===== config.mk =====
export PLATFORM = sky130hd
export DESIGN_NAME = motion_system_io_handshake
export DESIGN_NICKNAME = d
export VERILOG_FILES = /design/src/motion_io_pkg.sv /design/src/motion_system_io_handshake.sv
export SDC_FILE = /design/constraint.sdc
export NUM_CORES = 1
export LEC_CHECK = 0
export CAP_MARGIN = 0
export CORE_ASPECT_RATIO = 1.5
export CORE_MARGIN = 5
export CORE_UTILIZATION = 60
export CTS_BUF_LIST = sky130_fd_sc_hd__clkbuf_8
export DETAILED_ROUTE_END_ITERATION = 8
export DONT_BUFFER_PORTS = 1
export PLACE_DENSITY = 0.76
export SYNTH_ARGS = -nofsm -noshare
export SYNTH_HDL_FRONTEND = slang
export SYNTH_SLANG_ARGS = --single-unit

===== constraint.sdc =====
create_clock -name aclk -period 2.35 [get_ports aclk]
set_clock_uncertainty 0.05 [all_clocks]
set_input_delay 0.47 -clock aclk [delete_from_list [all_inputs] [get_ports aclk]]
set_output_delay 0.47 -clock aclk [all_outputs]
set_load 0.005 [all_outputs]

===== src/motion_io_pkg.sv =====
`default_nettype none
package motion_io_pkg;

	// task count of the multitask controller
	localparam int TASKS  = 4;
	localparam int AXI_AW = 4;

	// register byte offsets
	localparam logic [AXI_AW-1:0] CTRL_OFS = 4'h0;
	localparam logic [AXI_AW-1:0] STAT_OFS = 4'h4;
	localparam logic [AXI_AW-1:0] PIN_OFS  = 4'h8;
	localparam logic [AXI_AW-1:0] PROG_OFS = 4'hc;

	// control register fields
	localparam int CTRL_EXT_BIT  = 0;
	localparam int CTRL_CONT_BIT = 1;

	// status register fields
	localparam int STAT_SYS_LSB    = 0;
	localparam int STAT_SEQ_LSB    = 16;
	localparam int STAT_PAUSED_BIT = 18;
	localparam int STAT_HERR_BIT   = 19;
	localparam int STAT_GUARD_BIT  = 20;

	localparam logic [1:0] RESP_OKAY   = 2'h0;
	localparam logic [1:0] RESP_SLVERR = 2'h2;

	// program number is the binary select plus one
	localparam logic [4:0] PROG_BASE = 5'h01;
	localparam logic [4:0] PROG_MAX  = 5'h10;

	// homing lockout after power-up
	localparam int unsigned CLK_HZ        = 200000000;
	localparam int unsigned GUARD_S       = 2;
	localparam int unsigned GUARD_CYC_DEF = GUARD_S * CLK_HZ;
	// cycle at which the power-up data init pulse fires, once inputs settled
	localparam logic [31:0] SETTLE_CYC    = 32'h0000_0004;

	typedef enum logic [1:0] {ST_IDLE, ST_HOMING, ST_RUN} seq_e;

	typedef struct packed {
		logic       home;
		logic       start;
		logic       stop;
		logic       rst;
		logic       single;
		logic       cont;
		logic       escape;
		logic       pause;
		logic [3:0] prog_sel;
		logic       pallet;
		logic       servo;
	} pins_s;

	typedef struct packed {
		logic             motion_busy;
		logic             homing_busy;
		logic             step_done;
		logic             program_end;
		logic             in_position;
		logic             need_home;
		logic             error_cond;
		logic             input_wait;
		logic             units_ready;
		logic             battery_low;
		logic             move_until_escape_command;
		logic [TASKS-1:0] task_inpos;
		logic [TASKS-1:0] task_homed;
	} core_s;

	typedef struct packed {
		logic             running;
		logic             error;
		logic             pos_done;
		logic             homed;
		logic             input_wait;
		logic             pausing;
		logic             ready;
		logic             battery_alarm;
		logic [TASKS-1:0] task_pos_done;
		logic [TASKS-1:0] task_homed;
	} sys_out_s;

	typedef struct packed {
		logic       home_go;
		logic       run_go;
		logic       step_mode;
		logic       halt_after_step;
		logic       decel_hold;
		logic       escape_go;
		logic       clear_error;
		logic       init_data;
		logic       hold_data;
		logic       servo_on;
		logic       pallet_mode;
		logic       ext_point;
		logic [4:0] prog_no;
	} cmd_s;

	typedef struct packed {
		logic              awvalid;
		logic [AXI_AW-1:0] awaddr;
		logic              wvalid;
		logic [31:0]       wdata;
		logic [3:0]        wstrb;
		logic              bready;
		logic              arvalid;
		logic [AXI_AW-1:0] araddr;
		logic              rready;
	} axi_in_s;

	typedef struct packed {
		logic        awready;
		logic        wready;
		logic        bvalid;
		logic [1:0]  bresp;
		logic        arready;
		logic        rvalid;
		logic [31:0] rdata;
		logic [1:0]  rresp;
	} axi_out_s;

endpackage : motion_io_pkg
`default_nettype wire


===== src/motion_system_io_handshake.sv =====
// Added by the designer: register access over AXI4-Lite and the address map.
`default_nettype none
// Contract
// RL1: homing input rising edge starts homing
// RL2: normal start resumes from stopped step
// RL3: stop blocks homing/start; normal halts after step
// RL4: reset clears error; normal only when stopped
// RL5: running shows execution, homing or motion
// RL6: error output follows error condition
// RL7: positioning done, kept low while paused
// RL8: homed high unless homing is needed
// RL9: single-step at start stops after each command
// RL10: hold or clear data by continuous-start level
// RL11: escape during move-until-escape stops the step
// RL12: pause decelerates; start resumes, reset cancels
// RL13: four select bits give program 1..16
// RL14: pallet input selects palletizing or sequential
// RL15: servo input energizes the servo
// RL16: input-wait output while program waits input
// RL17: pausing output once paused and stopped
// RL18: ready low while preparing, high when done; the code also keeps ready low until the power-up homing lockout ends
// RL19: per-task positioning done outputs
// RL20: per-task homed outputs
// RL21: battery alarm on low backup voltage
// RL22: assignable inputs act on rising edge
// RL23: pause, pausing, ready work in external mode
// RL24: every command input synchronised before detection
// RL25: external mode start launches selected table move
// RL26: sequencer holds command pulses 30 ms; the sequencer model holds them HOLD_CYC cycles (8)
// RL27: homing locked out 2 s; stop+homing errors
module motion_system_io_handshake
	import motion_io_pkg::*;
#(
	parameter int unsigned GUARD_CYCLES = GUARD_CYC_DEF
) (
	input  wire logic     aclk,
	input  wire logic     aresetn,
	input  wire axi_in_s  axi_in,
	output var  axi_out_s axi_out,
	input  wire pins_s    pins_in,
	input  wire core_s    core_in,
	output var  sys_out_s sys_out,
	output var  cmd_s     cmd_out
);

	typedef struct packed {
		pins_s             s1;
		pins_s             s2;
		pins_s             s3;
		pins_s             flt;
		seq_e              seq;
		logic              paused;
		logic              home_err;
		logic              guard_done;
		logic              ext_mode;
		logic              cont_en;
		logic [31:0]       guard_cnt;
		logic              aw_have;
		logic              w_have;
		logic [AXI_AW-1:0] awaddr;
		logic [31:0]       wdata;
		logic [3:0]        wstrb;
		axi_out_s          axi;
		sys_out_s          sys;
		cmd_s              cmd;
	} st_s;

	st_s   st_q;
	st_s   st_d;
	pins_s rise;
	logic  home_ok;
	logic  blocked;

	// helpers from registered state only
	assign home_ok = st_q.guard_done && (st_q.seq == ST_IDLE) && !st_q.paused;
	assign blocked = st_q.flt.stop;

	assign axi_out = st_q.axi;
	assign sys_out = st_q.sys;
	assign cmd_out = st_q.cmd;

	// whole next state of the block
	always_comb begin
		st_d = st_q;

		// RL24 input synchroniser
		st_d.s1  = pins_in;
		st_d.s2  = st_q.s1;
		st_d.s3  = st_q.s2;
		// a bit only moves once the last two stages agree, which also rejects glitches
		st_d.flt = pins_s'((st_q.s2 & ~(st_q.s2 ^ st_q.s3)) | (st_q.flt & (st_q.s2 ^ st_q.s3)));
		// RL22 rising edge detect
		rise     = pins_s'(st_d.flt & ~st_q.flt);

		// one-cycle command pulses
		st_d.cmd.home_go     = 1'b0;
		st_d.cmd.run_go      = 1'b0;
		st_d.cmd.escape_go   = 1'b0;
		st_d.cmd.clear_error = 1'b0;
		st_d.cmd.init_data   = 1'b0;

		// RL27 power-up homing lockout
		if (!st_q.guard_done) begin
			st_d.guard_cnt = st_q.guard_cnt + 32'h0000_0001;
			if (st_q.guard_cnt == 32'(GUARD_CYCLES - 1)) begin
				st_d.guard_done = 1'b1;
			end
		end

		// RL10 power-up data init
		if (st_q.guard_cnt == SETTLE_CYC) begin
			st_d.cmd.init_data = 1'b1;
			st_d.cmd.hold_data = st_q.cont_en & st_q.flt.cont;
		end

		// RL12 pause request, both modes
		if (rise.pause) begin
			// RL23 pause in external mode
			st_d.paused = 1'b1;
		end

		if (rise.home) begin
			// RL3 stop blocks homing
			if (!blocked && home_ok) begin
				// RL1 homing launch
				st_d.cmd.home_go = 1'b1;
				st_d.seq         = ST_HOMING;
			end
		end else if (rise.start && !blocked) begin
			if (st_q.paused) begin
				// RL12 start resumes pause
				st_d.paused      = 1'b0;
				st_d.cmd.run_go  = 1'b1;
			end else if (st_q.ext_mode) begin
				// RL25 table point move
				st_d.cmd.run_go  = 1'b1;
			end else if (st_q.seq == ST_IDLE) begin
				// RL2 resume program run
				st_d.cmd.run_go    = 1'b1;
				st_d.seq           = ST_RUN;
				// RL9 single step capture
				st_d.cmd.step_mode = st_q.flt.single;
			end
		end

		// sequence progress; core raises homing_busy the cycle after home_go
		case (st_q.seq)
			ST_HOMING: begin
				if (!st_q.cmd.home_go && !core_in.homing_busy) begin
					st_d.seq = ST_IDLE;
				end
			end
			ST_RUN: begin
				// RL9 stop after step
				if (core_in.program_end ||
				    (core_in.step_done && (st_q.cmd.step_mode || st_q.flt.stop))) begin
					st_d.seq = ST_IDLE;
				end
			end
			default: begin
			end
		endcase

		// RL3 normal mode stop
		st_d.cmd.halt_after_step = st_q.flt.stop & ~st_q.ext_mode;

		// RL4 reset accepted when stopped
		if (rise.rst && (st_q.ext_mode || (st_q.seq == ST_IDLE))) begin
			st_d.cmd.clear_error = 1'b1;
			st_d.home_err        = 1'b0;
			// RL12 reset cancels pause
			st_d.paused          = 1'b0;
			// RL10 reset data init
			st_d.cmd.init_data   = 1'b1;
			st_d.cmd.hold_data   = st_q.cont_en & st_q.flt.cont;
		end

		// RL27 homing under stop errors; set placed after clear so it wins
		if (rise.home && blocked) begin
			st_d.home_err = 1'b1;
		end

		// RL11 escape ends move
		if (rise.escape && core_in.move_until_escape_command) begin
			st_d.cmd.escape_go = 1'b1;
		end

		// level commands toward the motion core
		st_d.cmd.decel_hold  = st_d.paused;
		// RL15 servo follows input
		st_d.cmd.servo_on    = st_d.flt.servo;
		// RL14 pallet mode select
		st_d.cmd.pallet_mode = st_d.flt.pallet;
		// RL13 program number
		st_d.cmd.prog_no     = {1'b0, st_d.flt.prog_sel} + PROG_BASE;
		st_d.cmd.ext_point   = st_q.ext_mode;

		// RL5 running output
		st_d.sys.running       = st_q.ext_mode ? (core_in.motion_busy | core_in.homing_busy)
		                                       : (st_q.seq != ST_IDLE);
		// RL6 error output
		st_d.sys.error         = core_in.error_cond | st_d.home_err;
		// RL7 positioning done
		st_d.sys.pos_done      = core_in.in_position & ~core_in.motion_busy & ~st_d.paused;
		// RL8 homed output
		st_d.sys.homed         = ~core_in.need_home;
		// RL16 input wait
		st_d.sys.input_wait    = core_in.input_wait;
		// RL17 pausing output
		st_d.sys.pausing       = st_d.paused & ~core_in.motion_busy;
		// RL18 ready after preparation; also waits out the lockout
		st_d.sys.ready         = core_in.units_ready & st_q.guard_done;
		// RL21 battery alarm
		st_d.sys.battery_alarm = core_in.battery_low;
		// RL19 per task positioning
		st_d.sys.task_pos_done = core_in.task_inpos;
		// RL20 per task homed
		st_d.sys.task_homed    = core_in.task_homed;

		// axi write address and data, taken in either order
		if (axi_in.awvalid && st_q.axi.awready) begin
			st_d.aw_have = 1'b1;
			st_d.awaddr  = axi_in.awaddr;
		end
		if (axi_in.wvalid && st_q.axi.wready) begin
			st_d.w_have = 1'b1;
			st_d.wdata  = axi_in.wdata;
			st_d.wstrb  = axi_in.wstrb;
		end
		if (st_q.axi.bvalid && axi_in.bready) begin
			st_d.axi.bvalid = 1'b0;
		end
		// a write completes only once the previous response has gone
		if (st_d.aw_have && st_d.w_have && !st_d.axi.bvalid) begin
			st_d.aw_have    = 1'b0;
			st_d.w_have     = 1'b0;
			st_d.axi.bvalid = 1'b1;
			st_d.axi.bresp  = RESP_OKAY;
			if (st_d.awaddr == CTRL_OFS) begin
				if (st_d.wstrb[0]) begin
					st_d.ext_mode = st_d.wdata[CTRL_EXT_BIT];
					st_d.cont_en  = st_d.wdata[CTRL_CONT_BIT];
				end
			end else if (st_d.awaddr == STAT_OFS || st_d.awaddr == PIN_OFS ||
			             st_d.awaddr == PROG_OFS) begin
				st_d.axi.bresp = RESP_OKAY;
			end else begin
				st_d.axi.bresp = RESP_SLVERR;
			end
		end
		st_d.axi.awready = ~st_d.aw_have;
		st_d.axi.wready  = ~st_d.w_have;

		// axi read, one outstanding
		if (st_q.axi.rvalid && axi_in.rready) begin
			st_d.axi.rvalid = 1'b0;
		end
		if (axi_in.arvalid && st_q.axi.arready) begin
			st_d.axi.rvalid = 1'b1;
			st_d.axi.rresp  = RESP_OKAY;
			st_d.axi.rdata  = 32'h0000_0000;
			if (axi_in.araddr == CTRL_OFS) begin
				st_d.axi.rdata[CTRL_EXT_BIT]  = st_q.ext_mode;
				st_d.axi.rdata[CTRL_CONT_BIT] = st_q.cont_en;
			end else if (axi_in.araddr == STAT_OFS) begin
				st_d.axi.rdata[STAT_SYS_LSB +: $bits(sys_out_s)] = st_q.sys;
				st_d.axi.rdata[STAT_SEQ_LSB +: $bits(seq_e)]     = st_q.seq;
				st_d.axi.rdata[STAT_PAUSED_BIT]                  = st_q.paused;
				st_d.axi.rdata[STAT_HERR_BIT]                    = st_q.home_err;
				st_d.axi.rdata[STAT_GUARD_BIT]                   = st_q.guard_done;
			end else if (axi_in.araddr == PIN_OFS) begin
				st_d.axi.rdata[$bits(pins_s)-1:0] = st_q.flt;
			end else if (axi_in.araddr == PROG_OFS) begin
				st_d.axi.rdata[4:0] = st_q.cmd.prog_no;
			end else begin
				st_d.axi.rresp = RESP_SLVERR;
			end
		end
		st_d.axi.arready = ~st_d.axi.rvalid;
	end

	// single state register, synchronous reset to all zero
	always_ff @(posedge aclk) begin
		if (!aresetn) begin
			st_q <= '0;
		end else begin
			st_q <= st_d;
		end
	end
endmodule : motion_system_io_handshake
`default_nettype wire


-- After elaboration in Yosys (flattened, before gate mapping)
Cells that the tools add are included.
W data, S select, Z words.
- add/sub/neg operators: 2
- muxes and demuxes: 46
- bitwise gates (word level): 26
- reduce and logical (&&, ||, !) cells: 35
- equal/unequal tests: 10
- operators with widths (kind ; number):
    $and A14 B14 Y14 ; 3
    $mux W2 ; 18
    $mux W35 ; 1
    $add A32 B1 Y32 const B ; 1
    $eq A32 B29 Y1 const B ; 1
    $eq A32 B3 Y1 const B ; 1
    $not A14 Y14 ; 2
    $mux W19 ; 1
    $eq A4 B4 Y1 const B ; 4
    $logic_and A1 B1 Y1 ; 16
    $mux W1 ; 15
    $mux W14 ; 1
    $or A14 B14 Y14 ; 1
    $xor A14 B14 Y14 ; 1
    $not A1 Y1 ; 11
    $mux W5 ; 2
    $mux W3 ; 3
    $mux W9 ; 1
    $eq A4 B3 Y1 const B ; 2
    $logic_not A4 Y1 ; 2
    $mux W7 ; 1
    $and A1 B1 Y1 ; 6
    $mux W6 ; 1
    $add A4 B1 Y5 const B ; 1
    13 further kinds ; 23
- output and inout bits: 74
- bits of input ports: 84
- register bits after elaboration: 167
- word-level logic and storage cells: 204

-- Depth between registers and ports, before layout
Gate-level depths: netlist (run 1).
- depth after elaboration: 12
- depth in mapped cells: 6
- mapped depth without buffers: 6

-- Least setup slack after synthesis (run 1)
OpenSTA, ideal clock, no wires.
- path type: input port to flip-flop
- start: input port axi_in[48] (netlist name)
- end: register st_q (netlist bit st_d[5])
- data arrival time: 1.849 ns
- setup time: 0.121 ns
- stages on the path: 5
- path buffers: 1
- path slack: 0.330 ns
- required time: 2.179 ns
- cells stage by stage: buf_2 > a21oi_1 > nor3_1 > nor4bb_1 > mux2_2
- cells in the longest elaborated chain, start to end: 5
- elaborated cells between the ends (all ways): 7
- classes of those cells: mux (2); reduce/logical (5)
- RTL lines (element ; line ; text):
    from (decl) ; motion_system_io_handshake.sv:38 ; input wire axi_in_s axi_in,
    $logic_and A1 B1 Y1 * ; motion_system_io_handshake.sv:221 ; if (axi_in.awvalid && st_q.axi.awready) begin
    $mux W1 ; motion_system_io_handshake.sv:221 ;
    $logic_and A1 B1 Y1 (2 in series) ; motion_system_io_handshake.sv:234 ; if (st_d.aw_have && st_d.w_have && !st_d.axi.bvalid) begin
    $reduce_and A3 Y1 (no line) * ; - ;
    to (signal assigned) ; motion_system_io_handshake.sv:287 ; st_q <= st_d;
    to (decl) ; motion_system_io_handshake.sv:68 ; st_s st_q;
Every way passes the cells marked *; elsewhere a longest branch is shown, timed or not.
A chain may end at the register's enable or synchronous reset.

-- Worst setup path in the final report (run 1)
- start: register st_q (netlist bit axi_out[40])
- end: register st_q[148] (netlist name)
- cells in the longest elaborated chain, start to end: 5
- elaborated cells between the ends (all ways): 7
- classes of those cells: mux (2); reduce/logical (5)
- RTL lines (element ; line):
    $logic_and A1 B1 Y1 * ; motion_system_io_handshake.sv:221
    $mux W1 ; motion_system_io_handshake.sv:221
    $logic_and A1 B1 Y1 (2 in series) ; motion_system_io_handshake.sv:234
    $reduce_and A3 Y1 (no line) * ; -
Marked as above.

==> reports/qor.txt, run 1 <==
==================================================================================
Number of vias per cell                                                      5.902
Tightest slew margin relative to the limit                                  61.36%
Post-synth EDFFs                                                                 0
FF+latch count, synth                                                          162
Antenna cell count                                                               0
Global-route wire length before repair                                    22.36 mm
Synthesized area                                                         6625 um^2
Core area                                                               10940 um^2
Clock transition at path regs                                              0.10 ns
X dimension of the die                                                    95.80 um
GR Layer Usage met2                                                         37.28%
Period minus WS final                                                     2.172 ns
Primary flip-flop cell chosen by synthesis mapping                         dfxtp_1
1st-pass router iterations                                                       6
Commonest cells after routing, fill and taps aside                    162 x dfxtp_1, 63 x and2_1, 54 x nor2_1
Worst min path class                                                  input pin to flop
Setup violators final                                                            0
Number of failing hold endpoints at the final stage                              0
Mean area per synthesized cell                                          9.318 um^2
Peak VDD IR                                                            0.0004552 V
Actual slew at the worst max-slew pin                                    0.5718 ns
Clock latency reported for the late side of the worst-skew pair            0.45 ns
Crit start category                                                           flop
Floorplan die height                                                      138.7 um
Routed wire per std cell                                                  16.97 um
Drt drc                                                                          0
Max_cap viols                                                                    0
Portion of the post-synthesis area used by sequential elements              48.95%
Highest clock frequency the design can meet                              460.4 MHz
Met3 demand-to-capacity share in global routing                             7.166%
Register cell area after layout                                          3243 um^2
Largest buffer count on any clock path                                           2
Detail Placement HPWL                                                     10.08 mm
Remaining number of nets flagged by the antenna check after routing              0
CTS tree                                                                       yes
GR peak layer                                                                 met2
RSZ-0062 raised after global routing                                         false
Overall global routing resource usage                                       21.16%
Count of port buffers added during placement                                     0
Number of antenna violations at the first check in global routing                0
Sort of element at the end of the critical path                               flop
Count of distinct cell types in the synthesized netlist                         53
Post-route cell area                                                     6703 um^2
Fill count                                                                     916
Final wirelength                                                          13.71 mm
CTS sink count                                                                 162
Outcome                                                               finished, final reports clean
Die ar.                                                                 13290 um^2
Number of setup buffers added after CTS                                          0
Max H-tree Level                                                                 4
Most common library cell in the layout ignoring fill and taps              dfxtp_1
Nets@finish                                                                    738
Setup_tns                                                                     0 ns
Number of global-route vias before repair                                     4677
Max Transition Viols Final                                                       0
Total gr overflow                                                                0
Total cell area at the placement stage                                   6290 um^2
Largest net degree at the start of global routing                               76
Synth warn                                                                       0
WP data arrival                                                            2.46 ns
Share of cells above drive strength 1                                       9.077%
Total leakage power                                                       2.411 nW
Total power density per cell area                                     745.7 nW/um^2
Final worst path period share                                               92.43%
Critical Path RT                                                           2.64 ns
Cells after Synth                                                              711
Met1 layer usage reported by global route                                   22.79%
Iteration-0 DRC Markers                                                        304
Clock tree root driver cell                                               clkbuf_8
Number of vias in the routed layout                                           4769
Starting utilization of the core area                                       60.57%
Number of placement rows                                                        47
Multi-input combinational cell area                                      2708 um^2
Critical path class                                                   flop to flop
Num ports                                                                      158
Cts bufs inserted                                                               17
Sum of internal, switching and leakage power                            0.004998 W
Area delta synth->final                                                     1.171%
Fraction of registers with async set or reset after synthesis                   0%
Placer's final routability congestion estimate                              0.9119
Largest fanout on the critical path                                              9
==================================================================================
## cells by family after synthesis
kind of cell,after synthesis,synth area share (%)
multiplexers,13,2.398
buffers and inverters,119,10.99
AO/OA/AOI/OAI,115,10.78
other,1,0.05660
adder cells (fa/ha/maj),10,1.737
flip-flops,162,48.95
XOR/XNOR,14,1.851
AND/OR/NAND/NOR,277,23.23
## sequential cells by signal, indices dropped and copies added, names as in the netlist, named ones only
register	count
st_d	29
sys_out	16
st_q	69
cmd_out	15
axi_out	28
## worst max-delay path: stages (launching register included)
cell	delay, ns
dfxtp_1	0.50
nor4bb_1	0.44
o211ai_1	0.15
nor4bb_1	0.54
mux2_2	0.39
## cell usage after synthesis (all sizes together), types with 5 or more instances
cell type	number	area share, %
xor2	7	0.93
nand4	15	1.5
nand3	28	2.2
ha	6	1.1
nor3	8	0.60
and3	5	0.47
nor2	54	3.1
a21oi	48	3.6
and2	63	5.9
dfxtp	162	49
clkbuf	31	1.8
o31ai	13	1.5
or3	10	0.94
buf	78	8.7
or4	15	1.7
mux2i	8	1.2
a22oi	12	1.4
o21ai	21	1.6
a2bb2oi	9	1.2
inv	10	0.57
nand2	43	2.4
xnor2	7	0.93
nor4	9	0.85
## repair_timing
item | CTS | global route
resized for setup | 0 | 0
hold endpoints to repair | 0 | 1
hold buffers | 0 | 1
endpoints found under the setup margin | 0 | 0
## per-layer routing
metal,share of wire (%),vias to the layer above
met3,9.0,32
met5,0,-
met1,36,2273
met2,53,198
li1,-,2266
met4,2.4,0
## stage by stage
stage	cells	hold WS [ns]	utilization (%)	setup WS, ns
2_1_floorplan	723	0.3619	-	0.3300
3_3_place_gp	775	0.3648	57.50	0.2683
3_5_place_dp	775	0.3728	57.50	0.2253
4_1_cts	807	0.01776	61.19	0.1930
5_1_grt	808	0.01062	61.28	0.09449
6_report	808	0.04022	61.28	0.1779
## worst paths after layout
kind	startpoint	end	slack [ns]	cells past startpoint
worst max-delay path	axi_out[40]$_SDFF_PN0_	st_q[148]$_SDFFE_PN0P_	0.18	4
worst min-delay path	core_in[18]	sys_out[10]$_SDFF_PN0_	0.04	1
worst max register to register	axi_out[40]$_SDFF_PN0_	st_q[148]$_SDFFE_PN0P_	0.18	4
worst min register to register	st_d[186]$_SDFF_PN0_	st_d[172]$_SDFF_PN0_	0.39	1
## power breakdown
group | switching [W] | internal [W] | total [W] | leakage [nW]
Combinational | 0.000102 | 0.0000829 | 0.000185 | 0.891
Sequential | 0.0000475 | 0.00281 | 0.00286 | 1.32
Clock | 0.00115 | 0.000805 | 0.00195 | 0.201
Total | 0.00130 | 0.00370 | 0.00500 | 2.41
## cell type report
class / instances / area share (%)
repair buffers: 15 / 1.904
multi-input cells: 442 / 40.40
inverters: 10 / 0.5600
flip-flops and latches: 162 / 48.39
clock inverters: 15 / 2.520
clock buffers: 17 / 3.491
well taps: 147 / 2.744
Power figures use the tool's default switching activity.
==> inputs of run 2 (changes only) <==
- REMOVE_ABC_BUFFERS: not set -> 1
==> run 2 against run 1 <==
  * Sequential share of layout area is the same
  * Fmax fell by 0.11%
  * Total power increased by 0.91%
  * Clock-buffer cell count up 1
  * First-iteration DRC count shrank 15%
  * Register-to-register slack is essentially flat
  * Non-clock buffer count grew 2
==> reports/qor.txt, run 2 (synthesis gave the netlist of run 1 again) <==
===================================================================================
Critical Path RT                                                            2.67 ns   +0.03 ns
WP data arrival                                                             2.50 ns   +0.04 ns
Register bank with the most flops                                              st_q
Number of global-route vias before repair                                      4606   -1.5%
Most common library cell in the layout ignoring fill and taps               dfxtp_1
Total leakage power                                                        2.408 nW   -0.13%
Clock transition at path regs                                               0.08 ns   -0.02 ns
Num ports                                                                       158   unchanged
Number of failing hold endpoints at the final stage                               0   unchanged
Commonest cells after routing, fill and taps aside                     162 x dfxtp_1, 63 x and2_1, 54 x nor2_1
Total gr overflow                                                                 0   unchanged
Top layer reached by signal wires                                              met4
Crit start category                                                            flop
Setup_tns                                                                      0 ns   unchanged
Worst hold slack across all endpoints                                    0.04409 ns   +0.003868 ns
Clock latency reported for the late side of the worst-skew pair             0.44 ns   about the same
Clock tree root driver cell                                                clkbuf_8
Sort of element at the end of the critical path                                flop
Number of placement rows                                                         47   unchanged
Register cell area after layout                                           3243 um^2   unchanged
Floorplan die height                                                       138.7 um   unchanged
Nets@finish                                                                     740   +0.27%
CTS tree                                                                        yes
Largest net degree at the start of global routing                                76   unchanged
Count of placed standard cells in the final layout, fillers left out            811   +0.37%
Number of vias per cell                                                       5.704   -3.4%
Highest clock frequency the design can meet                               459.9 MHz   -0.11%
Met2 WL                                                                    7.299 mm   +1.2%
Tightest slew margin relative to the limit                                   62.00%   +0.64 points
Core area                                                                10940 um^2   unchanged
Drt drc                                                                           0   unchanged
Share of cells above drive strength 1                                        9.351%   +0.27 points
Detail Placement HPWL                                                      9.948 mm   -1.3%
Number of flip-flops in the largest register                                     69   unchanged
Placer's final routability congestion estimate                               0.8850   -2.9%
Max H-tree Level                                                                  4   unchanged
Number of vias in the routed layout                                            4626   -3.0%
Cts bufs inserted                                                                17   unchanged
Worst min path class                                                   input pin to flop
Routed metal-1 wire length                                                 5.048 mm   +2.2%
Routed length on met3                                                        923 um   -25%
1st-pass router iterations                                                        5   -1
CTS sink count                                                                  162   unchanged
Place WS                                                                  0.2179 ns   -0.007473 ns
Number of cells in the design after placement                                   778   +0.39%
Critical path class                                                    flop to flop
Count of port buffers added during placement                                      0   unchanged
Critical path's slowest cell                                                  or4_1
Outcome                                                                finished, final reports clean
Largest fanout on the critical path                                               8   -1
Actual slew at the worst max-slew pin                                     0.5652 ns   -0.006600 ns
Die ar.                                                                  13290 um^2   unchanged
Global-route wire length before repair                                     22.05 mm   -1.4%
Multi-input combinational cell area                                       2708 um^2   unchanged
Worst path max stage delay                                                  0.69 ns   +0.15 ns
Top delay family on crit path                                          simple AND/OR/NAND/NOR gates
Routed wire per std cell                                                   16.67 um   -1.8%
CTS Hold Bufs                                                                     0   unchanged
Starting utilization of the core area                                        60.57%   unchanged
Final worst path period share                                                92.53%   +0.099 points
Max_cap viols                                                                     0   unchanged
Setup violators final                                                             0   unchanged
Peak VDD IR                                                             0.0003629 V   -20%
Iteration-0 DRC Markers                                                         259   -15%
Area delta synth->final                                                      1.171%   unchanged
Total power density per cell area                                      752.4 nW/um^2   +0.91%
Final wirelength                                                           13.52 mm   -1.4%
Overall global routing resource usage                                        20.90%   -0.25 points
Max Transition Viols Final                                                        0   unchanged
Post_cts resized                                                                  0   unchanged
Number of antenna violations at the first check in global routing                 1   +1
CP dominant cell by count                                                     or4_1
X dimension of the die                                                     95.80 um   unchanged
Remaining number of nets flagged by the antenna check after routing               0   unchanged
Final Worst Setup Slack                                                   0.1756 ns   -0.002320 ns
CP cell instances                                                      nand4_2 > or4_1 > or4_1 > a21oi_1
Period minus WS final                                                      2.174 ns   +0.002320 ns
Fill count                                                                      926   +1.1%
Number of setup buffers added after CTS                                           0   unchanged
RSZ-0062 raised after global routing                                          false
Largest buffer count on any clock path                                            2   unchanged
Number of buffers and inverters on the critical path                              0   unchanged
===================================================================================
run 2: metrics by stage:
step | utilization [%] | instance area (um^2) | power (W)
5_1_grt | 61.28 | 6703 | 0.005254
2_1_floorplan | - | 5979 | 0.003039
3_3_place_gp | 57.60 | 6300 | 0.003095
4_1_cts | 61.26 | 6700 | 0.005091
3_5_place_dp | 57.60 | 6300 | 0.003105
6_report | 61.28 | 6703 | 0.005043
run 2: final timing paths:
kind | depth (start not counted) | end | startpoint | slack [ns]
worst max-delay path | 4 | st_q[141]$_SDFFE_PN0N_ | st_q[131]$_SDFFE_PN0N_ | 0.18
worst min-delay path | 1 | sys_out[12]$_SDFF_PN0_ | core_in[13] | 0.04
worst max register to register | 4 | st_q[141]$_SDFFE_PN0N_ | st_q[131]$_SDFFE_PN0N_ | 0.18
worst min register to register | 1 | st_d[178]$_SDFF_PN0_ | st_d[192]$_SDFF_PN0_ | 0.38
run 2: where the power goes:
| group | leakage [nW] | total (W) | switching, W | internal (W) |
|---|---|---|---|---|
| sequential | 1.32 | 0.00286 | 0.0000448 | 0.00281 |
| combinational | 0.897 | 0.000184 | 0.000103 | 0.0000806 |
| clock | 0.192 | 0.00200 | 0.00102 | 0.000985 |
| total | 2.41 | 0.00504 | 0.00117 | 0.00388 |
run 2: layout make-up:
cell class              count  share of cell area (%)
diodes                      1                 0.03733
clock buffers              18                   3.696
clock inverters            14                   2.277
inverters                  10                  0.5600
multi-input cells         442                   40.40
flip-flops and latches    162                   48.39
well taps                 147                   2.744
repair buffers             17                   1.904
run 2: metal layers:
layer | vias to the layer above | global-route usage [%]
met5 | - | 0
met4 | 0 | 7.721
met3 | 19 | 6.135
met2 | 134 | 37.87
met1 | 2203 | 22.21
li1 | 2270 | -
